--- config.mk ---
export PLATFORM = sky130hd
export DESIGN_NAME = msar_regs
export DESIGN_NICKNAME = d
export VERILOG_FILES = /design/src/verilog/msar_pkg.sv /design/src/verilog/msar_regs.sv
export VERILOG_INCLUDE_DIRS = /design/src /design/src/verilog
export SDC_FILE = /design/constraint.sdc
export NUM_CORES = 1
export LEC_CHECK = 0
export BUFFER_PORTS_ARGS = -buffer_cell sky130_fd_sc_hd__buf_2
export CAP_MARGIN = 15
export CORE_MARGIN = 3
export CORE_UTILIZATION = 30
export CTS_CLUSTER_DIAMETER = 30
export DETAILED_ROUTE_END_ITERATION = 6
export PLACE_DENSITY = 0.49
export SLEW_MARGIN = 25
export SYNTH_ARGS = -nofsm -noshare
export SYNTH_HDL_FRONTEND = slang
export SYNTH_SLANG_ARGS = --single-unit
--- constraint.sdc ---
create_clock -name clk_sys -period 6.4 [get_ports clk_sys]
set_clock_uncertainty 0.2 [all_clocks]
set_input_delay 1.28 -clock clk_sys [delete_from_list [all_inputs] [get_ports clk_sys]]
set_output_delay 1.28 -clock clk_sys [all_outputs]
set_load 0.1 [all_outputs]
--- src/verilog/msar_cfg.svh ---
/*
  Constants of the main stream attribute register bank: byte offsets,
  field positions, reset values and tick timing.
  Assumes inclusion from msar_pkg.sv, msar_regs.sv and the bench.
*/
`ifndef MSAR_CFG_SVH
`define MSAR_CFG_SVH

// ---------------------------------------------------------------
// Bus geometry
// ---------------------------------------------------------------
`define MSAR_ADDR_W 12
`define MSAR_RESP_OKAY 2'h0
`define MSAR_RESP_SLVERR 2'h2

// ---------------------------------------------------------------
// Register byte offsets
// ---------------------------------------------------------------
`define MSAR_OFF_INT_STATUS 12'h140
`define MSAR_OFF_INT_MASK 12'h144
`define MSAR_OFF_PULSE_LEN 12'h150
`define MSAR_OFF_US_COUNT 12'h154
`define MSAR_OFF_LINE_TOTAL 12'h180
`define MSAR_OFF_FRAME_TOTAL 12'h184
`define MSAR_OFF_SYNC_POL 12'h188
`define MSAR_OFF_HS_WIDTH 12'h18c
`define MSAR_OFF_VS_WIDTH 12'h190
`define MSAR_OFF_H_ACTIVE 12'h194
`define MSAR_OFF_V_ACTIVE 12'h198
`define MSAR_OFF_H_START 12'h19c
`define MSAR_OFF_V_START 12'h1a0
`define MSAR_OFF_ATTR_A 12'h1a4
`define MSAR_OFF_ATTR_B 12'h1a8

// ---------------------------------------------------------------
// Fields and reset values
// ---------------------------------------------------------------
`define MSAR_BIT_HP_FLAG 4
`define MSAR_ATTR_B_WMASK 8'h87
`define MSAR_MASK_RST 1'b1
`define MSAR_ATTR_RST '0

// ---------------------------------------------------------------
// Microsecond time base
// ---------------------------------------------------------------
`define MSAR_CLK_FREQ_MHZ 250
`define MSAR_TICK_PERIOD_US 1
`define MSAR_TICK_CYCLES (`MSAR_CLK_FREQ_MHZ * `MSAR_TICK_PERIOD_US)

`endif

--- src/verilog/msar_pkg.sv ---
/*
  Types of the main stream attribute register bank.
  Assumes msar_cfg.svh is on the include path.
*/
`include "msar_cfg.svh"

package msar_pkg;

  // Attribute set handed to the framing logic
  typedef struct packed {
    logic [15:0] h_total;
    logic [15:0] v_total;
    logic [1:0] sync_pol;
    logic [14:0] hs_width;
    logic [14:0] vs_width;
    logic [15:0] h_active;
    logic [15:0] v_active;
    logic [15:0] h_start;
    logic [15:0] v_start;
    logic [7:0] attr_a;
    logic [7:0] attr_b;
  } msar_attr_t;

  // Hot-plug pulse watcher states
  typedef enum logic [1:0] {
    MSAR_HP_WAIT = 2'b00,
    MSAR_HP_HIGH = 2'b01,
    MSAR_HP_LOW = 2'b10
  } msar_hp_state_t;

endpackage

--- src/verilog/msar_regs.sv ---
/*
  Main stream attribute register bank with hot-plug pulse timer,
  reached over AXI4-Lite.
  Assumes hpd_in is already synchronous to clk_sys, clk_en is held
  high during bus traffic, and the framing logic samples attr.
*/
`include "msar_cfg.svh"


module msar_regs (
  input wire logic clk_sys, // 250 MHz register clock
  input wire logic nrst, // Asynchronous reset, low
  input wire logic clk_en, // Freezes all state when low
  input wire logic hpd_in, // Hot-plug line level
  input wire logic [11:0] s_axi_awaddr, // Write address
  input wire logic s_axi_awvalid, // Write address valid
  output logic s_axi_awready, // Write address ready
  input wire logic [31:0] s_axi_wdata, // Write data
  input wire logic [3:0] s_axi_wstrb, // Write byte strobes
  input wire logic s_axi_wvalid, // Write data valid
  output logic s_axi_wready, // Write data ready
  output logic [1:0] s_axi_bresp, // Write response
  output logic s_axi_bvalid, // Write response valid
  input wire logic s_axi_bready, // Write response ready
  input wire logic [11:0] s_axi_araddr, // Read address
  input wire logic s_axi_arvalid, // Read address valid
  output logic s_axi_arready, // Read address ready
  output logic [31:0] s_axi_rdata, // Read data
  output logic [1:0] s_axi_rresp, // Read response
  output logic s_axi_rvalid, // Read data valid
  input wire logic s_axi_rready, // Read data ready
  output msar_pkg::msar_attr_t attr, // Stream attributes out
  output logic irq // Level interrupt, high
);
  import msar_pkg::*;

  // ---------------------------------------------------------------
  // Helper functions
  // ---------------------------------------------------------------

  // Word match of a byte address against a register offset
  function automatic logic hit(input logic [11:0] addr,
                               input logic [11:0] off);
    hit = (addr[11:2] == off[11:2]);
  endfunction

  // Any implemented register at this address
  function automatic logic mapped(input logic [11:0] addr);
    mapped = hit(addr, `MSAR_OFF_INT_STATUS) ||
             hit(addr, `MSAR_OFF_INT_MASK) ||
             hit(addr, `MSAR_OFF_PULSE_LEN) ||
             hit(addr, `MSAR_OFF_US_COUNT) ||
             (addr[11:2] >= `MSAR_OFF_LINE_TOTAL >> 2 &&
              addr[11:2] <= `MSAR_OFF_ATTR_B >> 2);
  endfunction

  // Byte-lane merge of new write data into an old word
  function automatic logic [31:0] merge(input logic [31:0] old,
                                        input logic [31:0] nw,
                                        input logic [3:0] strb);
    logic [31:0] res;
    res = old;
    for (int i = 0; i < 4; i++) begin
      if (strb[i]) begin
        res[i*8 +: 8] = nw[i*8 +: 8];
      end
    end
    merge = res;
  endfunction

  // ---------------------------------------------------------------
  // Declarations
  // ---------------------------------------------------------------
  logic [11:0] aw_addr_reg;
  logic aw_full_reg;
  logic [31:0] w_data_reg;
  logic [3:0] w_strb_reg;
  logic w_full_reg;
  logic bvalid_reg;
  logic [1:0] bresp_reg;
  logic rvalid_reg;
  logic [1:0] rresp_reg;
  logic [31:0] rdata_reg;
  logic [31:0] rd_word;
  logic wr_go;
  logic rd_go;
  msar_attr_t attr_reg;
  logic status_reg;
  logic mask_reg;
  logic [7:0] tick_cnt_reg;
  logic tick;
  logic [31:0] free_cnt_reg;
  msar_hp_state_t hp_state_reg;
  logic [15:0] hp_len_cnt_reg;
  logic [15:0] pulse_len_reg;
  logic pulse_end;

  // ---------------------------------------------------------------
  // AXI4-Lite handshakes
  // ---------------------------------------------------------------

  // Readies drop with clk_en so no beat is taken while frozen
  assign s_axi_awready = clk_en && !aw_full_reg && !bvalid_reg;
  assign s_axi_wready = clk_en && !w_full_reg && !bvalid_reg;
  assign s_axi_arready = clk_en && !rvalid_reg;
  assign s_axi_bvalid = bvalid_reg && clk_en;
  assign s_axi_rvalid = rvalid_reg && clk_en;
  assign s_axi_bresp = bresp_reg;
  assign s_axi_rresp = rresp_reg;
  assign s_axi_rdata = rdata_reg;
  assign wr_go = aw_full_reg && w_full_reg;
  assign rd_go = s_axi_arvalid && s_axi_arready;

  // Write address holding, either order with data
  always_ff @(posedge clk_sys or negedge nrst) begin
    if (!nrst) begin
      aw_addr_reg <= 12'h000;
      aw_full_reg <= 1'b0;
    end else if (clk_en) begin
      if (s_axi_awvalid && s_axi_awready) begin
        aw_addr_reg <= s_axi_awaddr;
        aw_full_reg <= 1'b1;
      end else if (wr_go) begin
        aw_full_reg <= 1'b0;
      end
    end
  end

  // Write data holding
  always_ff @(posedge clk_sys or negedge nrst) begin
    if (!nrst) begin
      w_data_reg <= 32'h0000_0000;
      w_strb_reg <= 4'h0;
      w_full_reg <= 1'b0;
    end else if (clk_en) begin
      if (s_axi_wvalid && s_axi_wready) begin
        w_data_reg <= s_axi_wdata;
        w_strb_reg <= s_axi_wstrb;
        w_full_reg <= 1'b1;
      end else if (wr_go) begin
        w_full_reg <= 1'b0;
      end
    end
  end

  // Write response; unmapped words answer SLVERR
  always_ff @(posedge clk_sys or negedge nrst) begin
    if (!nrst) begin
      bvalid_reg <= 1'b0;
      bresp_reg <= `MSAR_RESP_OKAY;
    end else if (clk_en) begin
      if (wr_go) begin
        bvalid_reg <= 1'b1;
        bresp_reg <= mapped(aw_addr_reg) ? `MSAR_RESP_OKAY
                                         : `MSAR_RESP_SLVERR;
      end else if (bvalid_reg && s_axi_bready) begin
        bvalid_reg <= 1'b0;
      end
    end
  end

  // Read data mux, unused upper bits read as zero
  always_comb begin
    rd_word = 32'h0000_0000;
    if (hit(s_axi_araddr, `MSAR_OFF_INT_STATUS)) begin
      rd_word[`MSAR_BIT_HP_FLAG] = status_reg;
    end else if (hit(s_axi_araddr, `MSAR_OFF_INT_MASK)) begin
      rd_word[`MSAR_BIT_HP_FLAG] = mask_reg;
    end else if (hit(s_axi_araddr, `MSAR_OFF_PULSE_LEN)) begin
      rd_word[15:0] = pulse_len_reg;
    end else if (hit(s_axi_araddr, `MSAR_OFF_US_COUNT)) begin
      rd_word = free_cnt_reg;
    end else if (hit(s_axi_araddr, `MSAR_OFF_LINE_TOTAL)) begin
      rd_word[15:0] = attr_reg.h_total;
    end else if (hit(s_axi_araddr, `MSAR_OFF_FRAME_TOTAL)) begin
      rd_word[15:0] = attr_reg.v_total;
    end else if (hit(s_axi_araddr, `MSAR_OFF_SYNC_POL)) begin
      rd_word[1:0] = attr_reg.sync_pol;
    end else if (hit(s_axi_araddr, `MSAR_OFF_HS_WIDTH)) begin
      rd_word[14:0] = attr_reg.hs_width;
    end else if (hit(s_axi_araddr, `MSAR_OFF_VS_WIDTH)) begin
      rd_word[14:0] = attr_reg.vs_width;
    end else if (hit(s_axi_araddr, `MSAR_OFF_H_ACTIVE)) begin
      rd_word[15:0] = attr_reg.h_active;
    end else if (hit(s_axi_araddr, `MSAR_OFF_V_ACTIVE)) begin
      rd_word[15:0] = attr_reg.v_active;
    end else if (hit(s_axi_araddr, `MSAR_OFF_H_START)) begin
      rd_word[15:0] = attr_reg.h_start;
    end else if (hit(s_axi_araddr, `MSAR_OFF_V_START)) begin
      rd_word[15:0] = attr_reg.v_start;
    end else if (hit(s_axi_araddr, `MSAR_OFF_ATTR_A)) begin
      rd_word[7:0] = attr_reg.attr_a;
    end else if (hit(s_axi_araddr, `MSAR_OFF_ATTR_B)) begin
      rd_word[7:0] = attr_reg.attr_b;
    end
  end

  // Read answer registered one cycle after the address
  always_ff @(posedge clk_sys or negedge nrst) begin
    if (!nrst) begin
      rvalid_reg <= 1'b0;
      rresp_reg <= `MSAR_RESP_OKAY;
      rdata_reg <= 32'h0000_0000;
    end else if (clk_en) begin
      if (rd_go) begin
        rvalid_reg <= 1'b1;
        rdata_reg <= rd_word;
        rresp_reg <= mapped(s_axi_araddr) ? `MSAR_RESP_OKAY
                                          : `MSAR_RESP_SLVERR;
      end else if (rvalid_reg && s_axi_rready) begin
        rvalid_reg <= 1'b0;
      end
    end
  end

  // ---------------------------------------------------------------
  // Stream attribute registers
  // ---------------------------------------------------------------

  // Register writes with byte strobes
  always_ff @(posedge clk_sys or negedge nrst) begin
    if (!nrst) begin
      attr_reg <= `MSAR_ATTR_RST;
    end else if (clk_en && wr_go) begin
      if (hit(aw_addr_reg, `MSAR_OFF_LINE_TOTAL)) begin
        attr_reg.h_total <= 16'(merge({16'h0000, attr_reg.h_total},
                                      w_data_reg, w_strb_reg));
      end
      if (hit(aw_addr_reg, `MSAR_OFF_FRAME_TOTAL)) begin
        attr_reg.v_total <= 16'(merge({16'h0000, attr_reg.v_total},
                                      w_data_reg, w_strb_reg));
      end
      if (hit(aw_addr_reg, `MSAR_OFF_SYNC_POL)) begin
        attr_reg.sync_pol <= 2'(merge({30'h0, attr_reg.sync_pol},
                                      w_data_reg, w_strb_reg));
      end
      if (hit(aw_addr_reg, `MSAR_OFF_HS_WIDTH)) begin
        attr_reg.hs_width <= 15'(merge({17'h0, attr_reg.hs_width},
                                       w_data_reg, w_strb_reg));
      end
      if (hit(aw_addr_reg, `MSAR_OFF_VS_WIDTH)) begin
        attr_reg.vs_width <= 15'(merge({17'h0, attr_reg.vs_width},
                                       w_data_reg, w_strb_reg));
      end
      if (hit(aw_addr_reg, `MSAR_OFF_H_ACTIVE)) begin
        attr_reg.h_active <= 16'(merge({16'h0000, attr_reg.h_active},
                                       w_data_reg, w_strb_reg));
      end
      if (hit(aw_addr_reg, `MSAR_OFF_V_ACTIVE)) begin
        attr_reg.v_active <= 16'(merge({16'h0000, attr_reg.v_active},
                                       w_data_reg, w_strb_reg));
      end
      if (hit(aw_addr_reg, `MSAR_OFF_H_START)) begin
        attr_reg.h_start <= 16'(merge({16'h0000, attr_reg.h_start},
                                      w_data_reg, w_strb_reg));
      end
      if (hit(aw_addr_reg, `MSAR_OFF_V_START)) begin
        attr_reg.v_start <= 16'(merge({16'h0000, attr_reg.v_start},
                                      w_data_reg, w_strb_reg));
      end
      if (hit(aw_addr_reg, `MSAR_OFF_ATTR_A)) begin
        attr_reg.attr_a <= 8'(merge({24'h0, attr_reg.attr_a},
                                    w_data_reg, w_strb_reg));
      end
      if (hit(aw_addr_reg, `MSAR_OFF_ATTR_B)) begin
        attr_reg.attr_b <= 8'(merge({24'h0, attr_reg.attr_b},
                                    w_data_reg, w_strb_reg))
                           & `MSAR_ATTR_B_WMASK;
      end
    end
  end

  assign attr = attr_reg;

  // ---------------------------------------------------------------
  // Microsecond time base
  // ---------------------------------------------------------------

  // Divider from 250 MHz down to a 1 MHz tick
  assign tick = (tick_cnt_reg == 8'(`MSAR_TICK_CYCLES - 1));

  always_ff @(posedge clk_sys or negedge nrst) begin
    if (!nrst) begin
      tick_cnt_reg <= 8'h00;
    end else if (clk_en) begin
      tick_cnt_reg <= tick ? 8'h00 : tick_cnt_reg + 8'h01;
    end
  end

  always_ff @(posedge clk_sys or negedge nrst) begin
    if (!nrst) begin
      free_cnt_reg <= 32'h0000_0000;
    end else if (clk_en && tick) begin
      free_cnt_reg <= free_cnt_reg + 32'h0000_0001;
    end
  end

  // ---------------------------------------------------------------
  // Hot-plug pulse timer
  // ---------------------------------------------------------------

  // A pulse is a low excursion ending on the rise of the line
  assign pulse_end = (hp_state_reg == MSAR_HP_LOW) && hpd_in;

  // Wait for a high line first so a low line at reset is no pulse
  always_ff @(posedge clk_sys or negedge nrst) begin
    if (!nrst) begin
      hp_state_reg <= MSAR_HP_WAIT;
      hp_len_cnt_reg <= 16'h0000;
    end else if (clk_en) begin
      case (hp_state_reg)
        MSAR_HP_WAIT: begin
          if (hpd_in) begin
            hp_state_reg <= MSAR_HP_HIGH;
          end
        end
        MSAR_HP_HIGH: begin
          if (!hpd_in) begin
            hp_state_reg <= MSAR_HP_LOW;
            hp_len_cnt_reg <= 16'h0000;
          end
        end
        MSAR_HP_LOW: begin
          if (hpd_in) begin
            hp_state_reg <= MSAR_HP_HIGH;
          end else if (tick && hp_len_cnt_reg != 16'hffff) begin
            // Saturate rather than wrap on very long lows
            hp_len_cnt_reg <= hp_len_cnt_reg + 16'h0001;
          end
        end
        default: begin
          hp_state_reg <= MSAR_HP_WAIT;
        end
      endcase
    end
  end

  // latch length at pulse end, hold
  always_ff @(posedge clk_sys or negedge nrst) begin
    if (!nrst) begin
      pulse_len_reg <= 16'h0000;
    end else if (clk_en && pulse_end) begin
      pulse_len_reg <= hp_len_cnt_reg;
    end
  end

  // ---------------------------------------------------------------
  // Interrupt status and mask
  // ---------------------------------------------------------------

  // sticky flag; new pulse beats read clear
  always_ff @(posedge clk_sys or negedge nrst) begin
    if (!nrst) begin
      status_reg <= 1'b0;
    end else if (clk_en) begin
      if (pulse_end) begin
        status_reg <= 1'b1;
      end else if (rd_go && hit(s_axi_araddr, `MSAR_OFF_INT_STATUS)) begin
        status_reg <= 1'b0;
      end
    end
  end

  // Mask bit set means masked; starts masked
  always_ff @(posedge clk_sys or negedge nrst) begin
    if (!nrst) begin
      mask_reg <= `MSAR_MASK_RST;
    end else if (clk_en && wr_go && w_strb_reg[0] &&
                 hit(aw_addr_reg, `MSAR_OFF_INT_MASK)) begin
      mask_reg <= w_data_reg[`MSAR_BIT_HP_FLAG];
    end
  end

  assign irq = status_reg && !mask_reg;

  // ---------------------------------------------------------------
  // Assertions
  // ---------------------------------------------------------------
  AST_PULSE_LEN: assert property (
    @(posedge clk_sys) disable iff (!nrst)
    (clk_en && pulse_end) |=> pulse_len_reg == $past(hp_len_cnt_reg))
    else $error("pulse length not latched at pulse end");
  AST_LEN_HOLD: assert property (
    @(posedge clk_sys) disable iff (!nrst)
    !(clk_en && pulse_end) |=> $stable(pulse_len_reg))
    else $error("pulse length changed without a pulse end");
  AST_US_STEP: assert property (
    @(posedge clk_sys) disable iff (!nrst)
    (clk_en && tick) |=> free_cnt_reg == $past(free_cnt_reg) + 32'h1)
    else $error("microsecond count did not step on tick");
  AST_US_GAP: assert property (
    @(posedge clk_sys) disable iff (!nrst)
    (clk_en && tick) |=> !tick [*8])
    else $error("ticks closer than the divider allows");
  AST_LINE_TOTAL: assert property (
    @(posedge clk_sys) disable iff (!nrst)
    (clk_en && wr_go && w_strb_reg == 4'hf &&
     hit(aw_addr_reg, `MSAR_OFF_LINE_TOTAL))
    |=> attr.h_total == $past(w_data_reg[15:0]))
    else $error("line total not written");
  AST_FRAME_TOTAL: assert property (
    @(posedge clk_sys) disable iff (!nrst)
    (clk_en && wr_go && w_strb_reg == 4'hf &&
     hit(aw_addr_reg, `MSAR_OFF_FRAME_TOTAL))
    |=> attr.v_total == $past(w_data_reg[15:0]))
    else $error("frame total not written");
  AST_POLARITY: assert property (
    @(posedge clk_sys) disable iff (!nrst)
    (clk_en && wr_go && w_strb_reg[0] &&
     hit(aw_addr_reg, `MSAR_OFF_SYNC_POL))
    |=> attr.sync_pol == $past(w_data_reg[1:0]))
    else $error("sync polarity not written");
  AST_HS_WIDTH: assert property (
    @(posedge clk_sys) disable iff (!nrst)
    (clk_en && wr_go && w_strb_reg == 4'hf &&
     hit(aw_addr_reg, `MSAR_OFF_HS_WIDTH))
    |=> attr.hs_width == $past(w_data_reg[14:0]))
    else $error("hsync width not written");
  AST_ATTR_B_RSVD: assert property (
    @(posedge clk_sys) disable iff (!nrst)
    attr.attr_b[6:3] == 4'h0)
    else $error("reserved attribute bits not zero");
  AST_HP_FLAG: assert property (
    @(posedge clk_sys) disable iff (!nrst)
    (clk_en && pulse_end) |=> status_reg ##1 (status_reg || $past(rd_go)))
    else $error("pulse flag not raised or lost");

endmodule // msar_regs

After elaboration in Yosys (flattened, before gate mapping)

Index checks and enable logic that the tools add are counted.

Bits in registers: 286
Memory bits (writable): 0
Memories: 0
Memory bits (read-only): 0
Word-level logic and storage cells: 200
Latch bits: 0
Output and inout port bits: 186
Input bits: 69

Multiply operators: 0
Eq/ne operators: 38
Divide/modulo/power cells: 0
$add $sub $neg: 3
Bitwise operators: 0
Order comparisons: 4
Reduce and logical (&&, ||, !) cells: 75
Shifts and indexed selects: 0
Mux-type cells: 44

Operator list:

| kind                    | number |
|---|---|
| $eq A10 B7 Y1 const B   | 30 |
| $mux W16                | 12 |
| $reduce_and A3 Y1       | 20 |
| $mux W27                | 2 |
| $mux W8                 | 5 |
| $add A32 B1 Y32 const B | 1 |
| $pmux W16 S2            | 1 |
| $mux W15                | 2 |
| $logic_and A1 B1 Y1     | 24 |
| $ge A10 B7 Y1 const B   | 2 |
| $le A10 B7 Y1 const B   | 2 |
| $reduce_and A2 Y1       | 9 |
| $add A16 B1 Y16 const B | 1 |
| $ne A16 B16 Y1 const B  | 1 |
| $mux W14                | 1 |
| $mux W1                 | 13 |
| $reduce_bool A2 Y1      | 6 |
| $mux W2                 | 5 |
| $add A8 B1 Y8 const B   | 1 |
| $eq A8 B8 Y1 const B    | 1 |
| $logic_or A1 B1 Y1      | 8 |
| $mux W4                 | 2 |
| $logic_not A1 Y1        | 5 |
| $reduce_and A5 Y1       | 1 |
| 7 further kinds         | 9 |

Depth between registers and ports, before layout

Gate-level depths: netlist of run 1.

Depth in word-level cells: 16
Mapped depth: 9
Depth with buffers taken out: 7

Worst setup path before layout of run 1

Ideal clock, no wire load.

Kind: input-to-output
Start point: in clk_en
End point: out s_axi_arready
Data arrival time: 2854 ps
Required time: 4920 ps
Stages on the path: 2
Path buffers: 1
Slack: 2066 ps
Path through: buf_2 nor2b_1

Cells in the longest elaborated chain, start to end: 1

Ends and longest elaborated chain:

| element             | RTL line         | text |
|---|---|---|
| start: declaration  | msar_regs.sv:13  | `input wire logic clk_en,` |
| $logic_and A1 B1 Y1 | msar_regs.sv:105 | `assign s_axi_arready = clk_en && !rvalid_reg;` |
| end: declaration    | msar_regs.sv:27  | `output logic s_axi_arready,` |

No other way between the ends.

Worst setup path after layout of run 1

Start point: in clk_en
End point: out s_axi_awready

Cells in the longest elaborated chain, start to end: 2

Ends and longest elaborated chain:

| element                          | RTL line         | text |
|---|---|---|
| $logic_and A1 B1 Y1 (2 in a row) | msar_regs.sv:103 | `assign s_axi_awready = clk_en && !aw_full_reg && !bvalid_reg;` |
| end: declaration                 | msar_regs.sv:17  | `output logic s_axi_awready,` |

No other way between the ends.

==> results of run 1 <==
-- report_power, final --
part / internal (mW) / switching [mW] / leakage, nW
registers: 1.94 / 0.301 / 3.82
clock network: 2.72 / 1.16 / 1.33
logic: 0.218 / 0.472 / 3.55
-- area by class of cell --
cell class / count / area (µm²)
fill: 4200 / 25900
sequential: 282 / 7060
multi-input combinational: 788 / 5980
clock buffer: 110 / 2330
timing repair buffer: 235 / 1220
tap: 585 / 732
clock inverter: 35 / 364
inverter: 22 / 82.6
-- per-layer routing --
metal / share of wire / wire (µm) / vias to the layer above / GRT usage
met4: 0.025 / 1140 / 0 / 0.0591
li1: - / - / 4782 / -
met2: 0.45 / 20000 / 333 / 0.290
met3: 0.071 / 3160 / 73 / 0.0595
met1: 0.46 / 20500 / 5317 / 0.257
met5: 0 / 0 / - / 0
-- stage by stage --
stage          area [µm²]  std cells  total power, mW  worst slack, ns  hold slack, ns
2_1_floorplan       13400       1158             2.68             2.07           0.242
3_3_place_gp        15100       1912             2.95             2.28           0.263
3_5_place_dp        15100       1912             2.96             2.22           0.266
4_1_cts             17800       2057             6.89             2.35           0.275
5_1_grt             17800       2057             7.09             2.27           0.303
6_report            17800       2057             6.81             2.41           0.274
-- final timing paths --
kind / startpoint / to
max: clk_en / s_axi_awready
min: pulse_len_reg[11] / pulse_len_reg[11]
max reg2reg: tick_cnt_reg[1] / free_cnt_reg[21]
min reg2reg: pulse_len_reg[11] / pulse_len_reg[11]
max in group asynchronous: nrst / bvalid_reg
min in group asynchronous: nrst / attr[72]
-- cells by family after synthesis --
| logic type | count (synthesis) | share of synthesized area |
|---|---|---|
| flops | 282 | 0.526 |
| simple gates | 313 | 0.129 |
| buf+inv | 88 | 0.0293 |
| other cells | 1 | 0.000280 |
| compound gates | 215 | 0.109 |
| mux | 219 | 0.182 |
| xor+xnor | 31 | 0.0203 |
| fa+ha+maj | 4 | 0.00373 |
-- cell usage in the layout, fill, tap and decap left out, types with 12 or more instances in the layout --
master	instances
dfrtp_1	281
buf_2	224
mux2_2	197
nand2_1	94
clkbuf_16	82
o21ai_0	67
nor2_1	40
a21oi_1	31
nand3_1	29
nand2b_1	22
mux2i_1	22
inv_1	21
clkinv_2	19
nand4_1	18
or3_1	18
clkbuf_8	17
a22o_1	16
xnor2_1	16
xor2_1	15
nor3_1	13
a222oi_1	12
-- critical path: stages --
cell	delay (ns)
buf_2	0.42
nand2b_1	0.15
nor2_1	0.18
buf_2	0.46
-- Yosys cell counts (3+ instances only) --
| cell | number |
|---|---|
| a211oi_1 | 3 |
| a21o_1 | 10 |
| a21oi_1 | 31 |
| a221oi_1 | 4 |
| a222oi_1 | 12 |
| a22o_1 | 16 |
| a22oi_1 | 5 |
| a31oi_1 | 5 |
| a32oi_1 | 7 |
| and2_1 | 9 |
| and3_1 | 5 |
| buf_1 | 8 |
| buf_2 | 20 |
| buf_4 | 6 |
| clkbuf_1 | 30 |
| dfrtp_1 | 281 |
| ha_1 | 4 |
| inv_1 | 21 |
| mux2_2 | 197 |
| mux2i_1 | 22 |
| nand2_1 | 94 |
| nand2b_1 | 22 |
| nand3_1 | 29 |
| nand4_1 | 18 |
| nand4b_1 | 3 |
| nor2_1 | 40 |
| nor2_2 | 6 |
| nor2b_1 | 9 |
| nor3_1 | 13 |
| nor3b_1 | 3 |
| nor4_1 | 11 |
| o211ai_1 | 6 |
| o21a_1 | 3 |
| o21ai_0 | 67 |
| o22ai_1 | 10 |
| o31ai_1 | 6 |
| o32ai_1 | 5 |
| or2_2 | 4 |
| or3_1 | 18 |
| or4_1 | 3 |
| xnor2_1 | 16 |
| xor2_1 | 15 |
==> metrics.txt, run 1 <==
status=finished, final reports clean; Post-synth EDFFs=0; remaining global-route overflow=0; DRC Markers=0; layout net count=1482; reg2reg setup slack=3.42 ns; top_reg_cell synth=dfrtp_1; core area=approximately 44000 µm²; HPWL after DPL=31600 µm; cell taking the most area after synthesis=dfrtp_1; IO Count=255; RePlAce Congestion=~0.82; Max Freq=around 250 MHz; Tightest Pin Transition=0.985 ns; Root Driver=clkbuf_16; port buffer count=between 200 and 250; Worst Hold Depth=2; Seq/Total Area, Yosys=0.526; CTS tree=yes; worst r2r path cells=7; cts bufs inserted=80; Crit Path Category=in2out; antenna viol nets, final=0; P&R area growth vs syn=32.5%; number of synthesized register bits=about 280; Vias=~11000; Mapped Area=around 13000 µm²; Sink Count=282; CTS Buffer Depth=3; Yosys warnings=0; number of global-route vias before repair=about 11000; setup TNS=0 ns; largest net degree at the start of global routing=162; clk slew on worst S/H paths=roughly 0.040 ns; final hold violations=0; initial antenna violation count=0; Leakage=between 8 and 9 nW; most area-consuming cells after synthesis=dfrtp_1, mux2_2, nand2_1; Overall Global Routing Usage=0.189; post-DR vias/cell=5.11; Antenna Cells=0; Max IR drop VDD=0.261 mV; global-route wire length before repair=about 70000 µm; Final Setup Violations=0; Max Transition Viols Final=0; die width=~220 µm; post-cts sizing count=0; crit end category=output port; syn_area_per_cell=about 12 µm²; Worst setup SP type=primary input; Tcrit/Tclk final=0.623; share of cells above drive strength 1=0.403; unrepaired setup endpoints after global routing=false; clk_lat worst skew=0.58 ns; Hold Buf Count CTS=0; routed len/inst=21.8 µm; CP arrival=2.51 ns; final core occ=0.407; Async SR Flop Fraction=1.00; Initial Util=0.307; Slew headroom=0.341; Largest register FFs=between 100 and 150; CP Max Fanout=28; Total Wirelength=approximately 45000 µm; die height=217 µm; Critical Path RT=4.92 ns; min-delay worst type=reg2reg; Gate Count Post-Synth=1153; H-Tree Level Count=3; Max Cap Viol=0; Cell variety after synth=85; die area=between 40000 and 50000 µm²; PwrDens=384 nW/µm²; drt first-iter violations=678; share of the synthesized area in the top cell type=0.524; crit path time final=3.99 ns; DR pass1 iterations=5; Setup Buffers After CTS=0; num rows=76
(Power assumes the default switching activity.)
==> run 2: changes to the inputs <==
==> constraint.sdc (replaced) <==
create_clock -name clk_sys -period 3.82 [get_ports clk_sys]
set_clock_uncertainty 0.2 [all_clocks]
set_input_delay 0.764 -clock clk_sys [delete_from_list [all_inputs] [get_ports clk_sys]]
set_output_delay 0.764 -clock clk_sys [all_outputs]
set_load 0.1 [all_outputs]
==> run 2 against run 1 <==
The run now ends with negative hold slack left. Sequential power rose by 68%. Die area stayed put. Global-route usage hardly changed. Critical path depth grew 1. Largest cell class unchanged.
==> metrics.txt, run 2 (synthesis results as in run 1) <==
Comb pwr share=0.103 (+0.002); Total Wirelength=45100 µm (+0.68%); layout net count=1494 (+0.81%); fin area=17900 µm² (+0.61%); clk_lat worst skew=0.59 ns (about the same); status=complete, but fails checks; P&R area growth vs syn=33.3%; CTS tree=yes; Switching Fraction=0.289 (+0.00437); failing checks=negative hold slack; RePlAce Congestion=0.844 (+2.4%); largest net degree at the start of global routing=86 (-47%); Overall Global Routing Usage=0.190 (about the same); IO Count=255 (unchanged); antenna viol nets, final=0 (unchanged); commonest non-fill, non-tap cells in the layout=dfrtp_1, buf_2, mux2_2, nand2_1, clkbuf_16; Critical Path RT=2.86 ns (-2.06 ns); Hold Buf Count CTS=0 (unchanged); global-route wire length before repair=68100 µm (-0.33%); Setup Buffers After CTS=0 (unchanged); most common cell after layout, fill and taps aside=dfrtp_1; core area=43600 µm² (unchanged); Max IR drop VDD=0.414 mV (+58%); crit end category=output port; H-Tree Level Count=3 (unchanged); crit path time final=~2.8 ns; Initial Util=0.307 (unchanged); die area=47300 µm² (unchanged); CTS Buffer Depth=3 (unchanged); DRC Markers=0 (unchanged); final hold violations=3 (+3); post-DR vias/cell=5.16 (+1.0%); reg2reg setup slack=1.02 ns (-2.40 ns); Vias=10656 (+1.4%); PwrDens=636 nW/µm² (+66%); HPWL after DPL=32200 µm (+1.7%); Root Driver=clkbuf_16; number of global-route vias before repair=10805 (-0.15%); Crit Path Category=in2out; unrepaired setup endpoints after global routing=false; clk slew on worst S/H paths=0.04 ns (about the same); CP Max Fanout=27 (-3.6%); die width=217 µm (unchanged); die height=217 µm (unchanged); share of cells above drive strength 1=0.411 (+0.00836); Max Cap Viol=0 (unchanged); Tcrit/Tclk final=0.746; Leakage=8.75 nW (+0.55%); Max Transition Viols Final=0 (unchanged); Slew headroom=0.330 (-0.0117); Largest register FFs=140 (unchanged); Clock power frac=0.567 (-0.003); remaining global-route overflow=0 (unchanged); Area after DPL=15200 µm² (+1.1%); Tightest Pin Transition=1.01 ns (+0.0204 ns); num rows=76 (unchanged); Max Freq=between 300 and 400 MHz; initial antenna violation count=2 (+2); port buffer count=226 (unchanged); routed len/inst=21.8 µm (+0.24%); Final Setup Violations=0 (unchanged); min-delay worst type=in2async; DR pass1 iterations=7 (+2); Sink Count=282 (unchanged); Antenna Cells=0 (unchanged); cts bufs inserted=74 (-7.5%); post-cts sizing count=0 (unchanged); Switching Power=3.28 mW (+69%); Pint=8.09 mW (+66%); drt first-iter violations=866 (+28%); Worst setup SP type=primary input; worst hold slack=-0.0110 ns (-0.285 ns); setup TNS=0 ns (unchanged); Reg power frac=0.330 (about the same); CP arrival=1.88 ns (-0.63 ns)
[run 2: cell count changes in the layout (fill, tap and decap cells not counted), moves of 3 or more]
cell,delta
bufinv_16,+6
clkbuf_1,-7
clkbuf_16,-8
buf_12,+3
clkbuf_8,-9
buf_4,+15
clkinv_4,+4
clkinvlp_4,+4
[run 2: worst max-delay path, stage by stage]
cell and delay [ns]:
buf_2 0.18, buf_12 0.19, nand2b_1 0.09, nor2_1 0.18, buf_2 0.47
[run 2: layout make-up]
type	instances	area, µm²
Multi-Input combinational cell	788	5980
Clock inverter	50	651
Fill cell	4216	25800
Timing Repair Buffer	253	1400
Tap cell	585	732
Clock buffer	86	1980
Inverter	22	82.6
Sequential cell	282	7060
[run 2: path summary, 6_finish.rpt]
check / cells past startpoint / endpoint / from
max: 5 / s_axi_wready / clk_en
min: 1 / w_data_reg[13] / nrst
max reg2reg: 6 / hp_len_cnt_reg[9] / hp_len_cnt_reg[0]
min reg2reg: 1 / free_cnt_reg[31] / free_cnt_reg[31]
max in group asynchronous: 2 / mask_reg / nrst
min in group clk_sys: 2 / rvalid_reg / s_axi_rready
[run 2: stage by stage]
stage / utilization / instances / setup slack, ns / power, mW
finish: 0.409 / 2066 / 0.972 / 11.4
global route: 0.409 / 2066 / 0.854 / 11.8
CTS: 0.409 / 2066 / 0.946 / 11.5
detailed placement: 0.349 / 1930 / 0.483 / 4.98
global placement: 0.349 / 1930 / 0.545 / 4.96
floorplan: - / 1158 / 0.0298 / 4.48
[run 2: power by group through the flow]
| stage | clock network, mW | registers (mW) | logic (mW) |
|---|---|---|---|
| final | 6.45 | 3.76 | 1.17 |
| after global routing | 6.74 | 3.82 | 1.26 |
| after floorplan | 0 | 3.70 | 0.780 |
| after global placement | 0 | 3.79 | 1.17 |
| after detailed placement | 0 | 3.80 | 1.18 |
| after CTS | 6.58 | 3.76 | 1.18 |
[run 2: metal layers]
layer,GRT usage,vias up,share of wire
li1,-,4819,-
met1,0.257,5392,0.45
met2,0.290,364,0.45
met3,0.0600,77,0.078
met4,0.0561,4,0.022
met5,0,-,0.00042
